**config.mk**
```make
export PLATFORM = sky130hd
export DESIGN_NAME = interrupt_arbiter
export DESIGN_NICKNAME = d
export VERILOG_FILES = /design/src/irq_arb_pkg.sv /design/src/interrupt_arbiter.sv
export SDC_FILE = /design/constraint.sdc
export NUM_CORES = 1
export LEC_CHECK = 0
export ABC_CLOCK_PERIOD_IN_PS = 116800
export BUFFER_PORTS_ARGS = -buffer_cell sky130_fd_sc_hd__buf_2
export CAP_MARGIN = 20
export CORE_AREA = 2 2 240 195
export CTS_CLUSTER_DIAMETER = 60
export DETAILED_ROUTE_END_ITERATION = 8
export DIE_AREA = 0 0 242 197
export GPL_ROUTABILITY_DRIVEN = 0
export MAX_ROUTING_LAYER = met4
export PLACE_DENSITY_LB_ADDON = 0.15
export SETUP_SLACK_MARGIN = 0.05
export SLEW_MARGIN = 5
export SYNTH_ARGS = -nofsm -noshare
export SYNTH_HDL_FRONTEND = slang
export SYNTH_SLANG_ARGS = --single-unit
```
**constraint.sdc**
```tcl
create_clock -name clk -period 116.8 [get_ports clk]
set_input_delay 5.84 -clock clk [delete_from_list [all_inputs] [get_ports clk]]
set_output_delay 5.84 -clock clk [all_outputs]
set_load 0.01 [all_outputs]
```
**src/irq_arb_pkg.sv**
```systemverilog
package irq_arb_pkg;
  // ==========================================
  // Widths
  localparam int NUM_SRC = 82;
  localparam int VEC_W = 7;
  localparam int BASE_W = 14;
  localparam int LOW_W = 16;
  localparam int HIGH_W = 5;
  localparam int ADDR_W = BASE_W + VEC_W;
  localparam int FIXED_CNT = 2;
  // ==========================================
  // Levels, codes and fixed values
  localparam logic [1:0] FAST_LEVEL = 2'h2;
  localparam logic [1:0] FIXED_LEVEL = 2'h3;
  localparam logic [1:0] CODE_NONE = 2'h0;
  localparam logic [1:0] CODE_P0 = 2'h1;
  localparam logic [1:0] CODE_P1 = 2'h2;
  localparam logic [1:0] CODE_P23 = 2'h3;
  localparam logic [6:0] EXT_A_SRC = 7'h10;
  localparam logic [6:0] EXT_B_SRC = 7'h11;
  localparam logic [6:0] CAN_WAKE_SRC = 7'h1B;
  localparam logic [20:0] RESET_FETCH_ADDR = 21'h000000;
  // ==========================================
  // Types
  typedef enum logic [2:0]
  {
    MODE_FUNC = 3'h1,
    MODE_WAIT = 3'h2,
    MODE_STOP = 3'h4
  } mode_t;
  typedef struct packed
  {
    logic [6:0] match;
    logic [4:0] high;
    logic [15:0] low;
  } fast_cfg_t;
  typedef struct packed
  {
    logic [1:0][1:0] pin_sync;
    logic [1:0] pin_prev;
    logic [1:0] pin_edge;
    mode_t mode;
    logic [81:0] enable_snap;
    logic valid;
    logic [1:0] lvl;
    logic [6:0] num;
    logic fast;
    logic [20:0] addr;
    logic [1:0] code;
    logic wake;
  } arb_state_t;
endpackage : irq_arb_pkg

```
**src/interrupt_arbiter.sv**
```systemverilog
`timescale 1ns/1ps
module interrupt_arbiter #(
  parameter int N_SRC = irq_arb_pkg::NUM_SRC
)(
  input wire logic clk,
  input wire logic rst,
  input wire logic clk_en,
  input wire logic [81:0] irq_req,
  input wire logic [81:0] irq_enable,
  input wire logic [81:0][1:0] priority_level_regs,
  input wire logic [13:0] vector_base,
  input wire irq_arb_pkg::fast_cfg_t fast_match_zero,
  input wire irq_arb_pkg::fast_cfg_t fast_match_one,
  input wire logic [1:0] core_status_mask,
  input wire logic ext_irq_a_pin_n,
  input wire logic ext_irq_b_pin_n,
  input wire logic [1:0] ext_edge_sel,
  input wire logic [1:0] ext_edge_clear,
  input wire logic wait_req,
  input wire logic stop_req,
  output logic irq_valid,
  output logic [20:0] vector_addr,
  output logic [6:0] vector_num,
  output logic fast_sel,
  output logic [1:0] current_level_code,
  output logic wake_request,
  output irq_arb_pkg::mode_t mode
);
  // ==========================================
  // Parameter check
  if (N_SRC != irq_arb_pkg::NUM_SRC || N_SRC > (1 << irq_arb_pkg::VEC_W))
  begin : g_bad_src
    $error("Source count not supported");
  end

  irq_arb_pkg::arb_state_t s;
  irq_arb_pkg::arb_state_t next_s;
  logic [81:0] act;
  logic [81:0] src_req;
  logic [81:0] wake_ok;
  logic [81:0][1:0] lvl;
  logic [1:0] pin_low;
  logic [1:0] pin_req;
  logic found;
  logic [1:0] best_lvl;
  logic [6:0] best_num;
  logic hit_zero;
  logic hit_one;

  // ==========================================
  // Source conditioning
  always_comb
  begin
    for (int p = 0; p < 2; p++)
    begin
      pin_low[p] = ~s.pin_sync[p][1];
      // Edge mode only in functional mode
      if (s.mode != irq_arb_pkg::MODE_FUNC || !ext_edge_sel[p])
      begin
        pin_req[p] = pin_low[p];
      end
      else
      begin
        pin_req[p] = s.pin_edge[p];
      end
    end
    src_req = irq_req;
    src_req[irq_arb_pkg::EXT_A_SRC] = pin_req[0];
    src_req[irq_arb_pkg::EXT_B_SRC] = pin_req[1];
    for (int i = 0; i < 82; i++)
    begin
      // Fixed sources ignore their level field
      lvl[i] = (i < irq_arb_pkg::FIXED_CNT) ? irq_arb_pkg::FIXED_LEVEL
        : priority_level_regs[i];
      wake_ok[i] = (7'(i) == irq_arb_pkg::EXT_A_SRC)
        || (7'(i) == irq_arb_pkg::EXT_B_SRC)
        || (7'(i) == irq_arb_pkg::CAN_WAKE_SRC);
    end
    // Low power uses the enables frozen at entry
    act = src_req & ((s.mode == irq_arb_pkg::MODE_FUNC) ? irq_enable
      : s.enable_snap);
  end

  // ==========================================
  // Arbitration: level first, then lowest number
  always_comb
  begin
    found = 1'b0;
    best_lvl = 2'h0;
    best_num = 7'h00;
    for (int i = 81; i >= 0; i--)
    begin
      if (act[i] && (!found || lvl[i] >= best_lvl))
      begin
        found = 1'b1;
        best_lvl = lvl[i];
        best_num = 7'(i);
      end
    end
    hit_zero = best_lvl == irq_arb_pkg::FAST_LEVEL
      && best_num == fast_match_zero.match;
    hit_one = best_lvl == irq_arb_pkg::FAST_LEVEL
      && best_num == fast_match_one.match;
  end

  // ==========================================
  // Next state
  always_comb
  begin
    next_s = s;
    for (int p = 0; p < 2; p++)
    begin
      next_s.pin_prev[p] = s.pin_sync[p][1];
      // Falling edge sets, clear loses to a new edge
      if (s.pin_prev[p] && !s.pin_sync[p][1])
      begin
        next_s.pin_edge[p] = 1'b1;
      end
      else if (ext_edge_clear[p])
      begin
        next_s.pin_edge[p] = 1'b0;
      end
    end
    next_s.pin_sync[0] = {s.pin_sync[0][0], ext_irq_a_pin_n};
    next_s.pin_sync[1] = {s.pin_sync[1][0], ext_irq_b_pin_n};
    // Low-power entry and exit
    case (s.mode)
      irq_arb_pkg::MODE_FUNC:
      begin
        if (stop_req || wait_req)
        begin
          next_s.enable_snap = irq_enable;
          next_s.mode = stop_req ? irq_arb_pkg::MODE_STOP
            : irq_arb_pkg::MODE_WAIT;
        end
      end
      irq_arb_pkg::MODE_WAIT:
      begin
        if (!wait_req)
        begin
          next_s.mode = irq_arb_pkg::MODE_FUNC;
        end
      end
      irq_arb_pkg::MODE_STOP:
      begin
        if (!stop_req)
        begin
          next_s.mode = irq_arb_pkg::MODE_FUNC;
        end
      end
      default:
      begin
        next_s.mode = irq_arb_pkg::MODE_FUNC;
      end
    endcase
    // Restart request to the system integration unit
    if (s.mode == irq_arb_pkg::MODE_STOP)
    begin
      next_s.wake = |(act & wake_ok);
    end
    else
    begin
      next_s.wake = (s.mode == irq_arb_pkg::MODE_WAIT) && (|act);
    end
    // Presented interrupt
    next_s.valid = found && best_lvl >= core_status_mask
      && s.mode == irq_arb_pkg::MODE_FUNC;
    next_s.lvl = best_lvl;
    next_s.num = best_num;
    next_s.fast = hit_zero || hit_one;
    if (hit_zero)
    begin
      next_s.addr = {fast_match_zero.high, fast_match_zero.low};
    end
    else if (hit_one)
    begin
      next_s.addr = {fast_match_one.high, fast_match_one.low};
    end
    else if (found)
    begin
      next_s.addr = {vector_base, best_num};
    end
    // Level code of the presented interrupt
    if (!next_s.valid)
    begin
      next_s.code = irq_arb_pkg::CODE_NONE;
    end
    else if (best_lvl == 2'h0)
    begin
      next_s.code = irq_arb_pkg::CODE_P0;
    end
    else if (best_lvl == 2'h1)
    begin
      next_s.code = irq_arb_pkg::CODE_P1;
    end
    else
    begin
      next_s.code = irq_arb_pkg::CODE_P23;
    end
  end

  // ==========================================
  // State register
  always_ff @(posedge clk)
  begin
    if (rst)
    begin
      s <= '0;
      s.pin_sync <= 4'hF;
      s.pin_prev <= 2'h3;
      s.mode <= irq_arb_pkg::MODE_FUNC;
      s.addr <= irq_arb_pkg::RESET_FETCH_ADDR;
    end
    else if (clk_en)
    begin
      s <= next_s;
    end
  end

  // Outputs straight from the state register
  assign irq_valid = s.valid;
  assign vector_addr = s.addr;
  assign vector_num = s.num;
  assign fast_sel = s.fast;
  assign current_level_code = s.code;
  assign wake_request = s.wake;
  assign mode = s.mode;
endmodule : interrupt_arbiter

```
==> results.sh <==
export IMPL_status="finished clean"
export IMPL_synthAdderAreaFrac_pct=7.316
export IMPL_ir_worst_vdd_mv=0.01096
export IMPL_cts_buffers=17
export IMPL_min_path_type="flip-flop to flip-flop"
export IMPL_route_detailed_drc=0
export IMPL_hold_viol_final=0
export IMPL_synth_compound_area_share_pct=31.54
export IMPL_syn_area_per_cell_um2=6.948
export IMPL_final_cell_area_um2=20450
export IMPL_first_pass_iters=6
export IMPL_grt_pass1_wl_um=97060
export IMPL_routedWlPerCell_um=19.07
export IMPL_finalCritPeriodShare_pct=93.82
export IMPL_crit_type="primary input to flip-flop"
export IMPL_worstMarginPinSlew_ns=1.079
export IMPL_synth_top_family_by_area="compound AO/OA/AOI/OAI gates"
export IMPL_cts_num_sinks=126
export IMPL_r2r_setup_slack_ns=11.81
export IMPL_yosys_area_share_xor_xnor_pct=0.6163
export IMPL_dp_cells=3290
export IMPL_start_util_pct=34.59
export IMPL_antenna_found_initial=8
export IMPL_netlist_area_um2=15630
export IMPL_power_leakage_uw=0.009277
export IMPL_synthDistinctLibCells=112
export IMPL_numPortBuffers=440
export IMPL_dieArea_um2=47670
export IMPL_core_area_um2=45190
export IMPL_holdPathStages=2
export IMPL_muxShareOfSynthArea_pct=6.387
export IMPL_holdWs_ns=0.4529
export IMPL_yosys_warnings=0
export IMPL_drv_cap=0
export IMPL_io_pins=447
export IMPL_drt_iter0_markers=1413
export IMPL_grt_use_total_pct=26.49
export IMPL_async_flop_share_pct=0
export IMPL_cpPeakStageDelay_ns=0.61
export IMPL_root_buffer="clkbuf_16"
export IMPL_total_power_uw=285.1
export IMPL_placed_area_um2=18810
export IMPL_grt_max_degree=84
export IMPL_clock_path_buffers=2
export IMPL_cp_required_ns=117.15
export IMPL_dieWidth_um=242
export IMPL_cpMostUsedCell="ha_1"
export IMPL_clk_latency_ns=0.46
export IMPL_layout_common_cells="buf_2 (440), nand2_1 (429), a21oi_1 (162)"
export IMPL_stdcell_count=3386
export IMPL_relSlewSlack_pct=28.00
export IMPL_ys_ff_latch=126
export IMPL_critPathSlowestCell="or4_4"
export IMPL_synth_edf_count=0
export IMPL_r2r_cells=552
export IMPL_netlist_instances=2250
export IMPL_nets=3252
export IMPL_cp_arrival_ns=109.93
export IMPL_crit_fanout=14
export IMPL_post_dp_hpwl_um=51240
export IMPL_clkTransAtPathRegs_ns=0.07
export IMPL_period_needed_ns=109.59
export IMPL_fmax_mhz=9.125
export IMPL_synthFlopType="dfxtp_1"
export IMPL_drt_vias_per_instance=5.577
export IMPL_syn_nets=2750
export IMPL_layout_commonest_cell="buf_2"
export IMPL_area_growth_pct=30.82
export IMPL_power_density_nw_per_um2=13.94
export IMPL_critPathLaunchType="primary input"
export IMPL_drv_slew=0
export IMPL_htreeDepth=4
export IMPL_grt_overflow=0
export IMPL_setup_viol=0
export IMPL_die_height_um=197
export IMPL_endpoint_kind="flip-flop"
export IMPL_drive_gt1_share_pct=30.89
export IMPL_detail_route_antenna_nets=0
export IMPL_cts_tree="yes"
export IMPL_synthSimpleGateAreaFrac_pct=31.06
export IMPL_yosysSeqAreaShare_pct=16.14
export IMPL_skew_ns=0.01055
export IMPL_num_rows=70
export IMPL_hold_buffers=0
export IMPL_routed_wl_um=64570
export IMPL_grt_pass1_vias=17530
export IMPL_vias=18880
repair_timing:
item / in CTS / in global routing
gates cloned: 0 / 0
setup endpoints to repair: 7 / 32
buffers inserted: 0 / 53
pin swaps: 0 / 35
resized for setup: 1 / 148
routing by layer:
| metal | vias to the layer above | global-route usage [%] | wire [um] |
|---|---|---|---|
| li1 | 9198 | - | - |
| met1 | 8933 | 35.25 | 30430 |
| met2 | 681 | 41.19 | 28900 |
| met3 | 72 | 4.453 | 3870 |
| met4 | 0 | 7.796 | 1364 |
| met5 | - | - | 0 |
worst paths after layout:
| kind | start | end |
|---|---|---|
| max reg2reg | mode[1]$_SDFFE_PP0P_ | vector_addr[14]$_SDFFE_PP0P_ |
| max | irq_req[81] | vector_addr[14]$_SDFFE_PP0P_ |
| min | s[108]$_SDFFE_PP0P_ | s[108]$_SDFFE_PP0P_ |
| min reg2reg | s[108]$_SDFFE_PP0P_ | s[108]$_SDFFE_PP0P_ |
final cells by class:
cell class,count,area (um2)
multi-input combinational,1887,12630
antenna,9,22.52
timing repair buffer,584,3398
fill,4676,24740
clock inverter,14,158.9
sequential,126,2522
inverter,136,510.5
tap,612,765.7
clock buffer,18,439.2
cells by family (layout without fill, tap and decap cells):
logic type                 count (synthesis)  in the layout
DFF                                      126            126
AOI/OAI and AO/OA                        691            691
buffers and inverters                    237            752
adders and majority gates                 92             92
other                                      0              9
xor gates and xnor gates                  11             11
muxes                                     94             94
and+or+nand+nor                          999            999
Yosys cell counts (46+ instances only):
cell type	number	area share, %
nand2_1	434	10
a21oi_1	175	5.6
nor2_1	150	3.6
inv_1	136	3.3
dfxtp_1	126	16
nand2b_1	96	3.8
o21ai_0	90	2.9
ha_1	89	7.1
nand3_1	63	2.0
mux2i_1	53	3.4
and2_1	49	2.0
clkbuf_1	48	1.2
a21boi_0	46	2.2
power by group:
group | leakage [uW] | switching [uW] | internal, uW
clock | 0.000293 | 25.1 | 32.4
combinational | 0.00795 | 101 | 77.9
sequential | 0.00103 | 1.88 | 46.7
worst max-delay path: cells and delay by family:
family	cells	cell delay, ns
xor+xnor	1	0.15
simple gates	203	32.00
mux	19	5.99
buf+inv	20	2.81
fa+ha+maj	80	21.16
compound gates	230	41.85
sequential cells by signal, summed over array words and instances, names as in the netlist:
signal,flops
irq_valid,1
current_level_code,2
next_s,4
vector_addr,21
s,86
vector_num,7
mode,3
wake_request,1
fast_sel,1
per-stage QoR:
stage / utilization [%] / setup WS [ns] / TNS [ns]
after floorplan: - / 11.66 / 0
after global placement: 41.55 / 1.877 / 0
after detailed placement: 41.63 / 0.1489 / 0
after CTS: 42.95 / 0.2067 / 0
after global routing: 45.24 / -0.5306 / -10.38
final: 45.25 / 7.214 / 0
(Power assumes the default switching activity.)
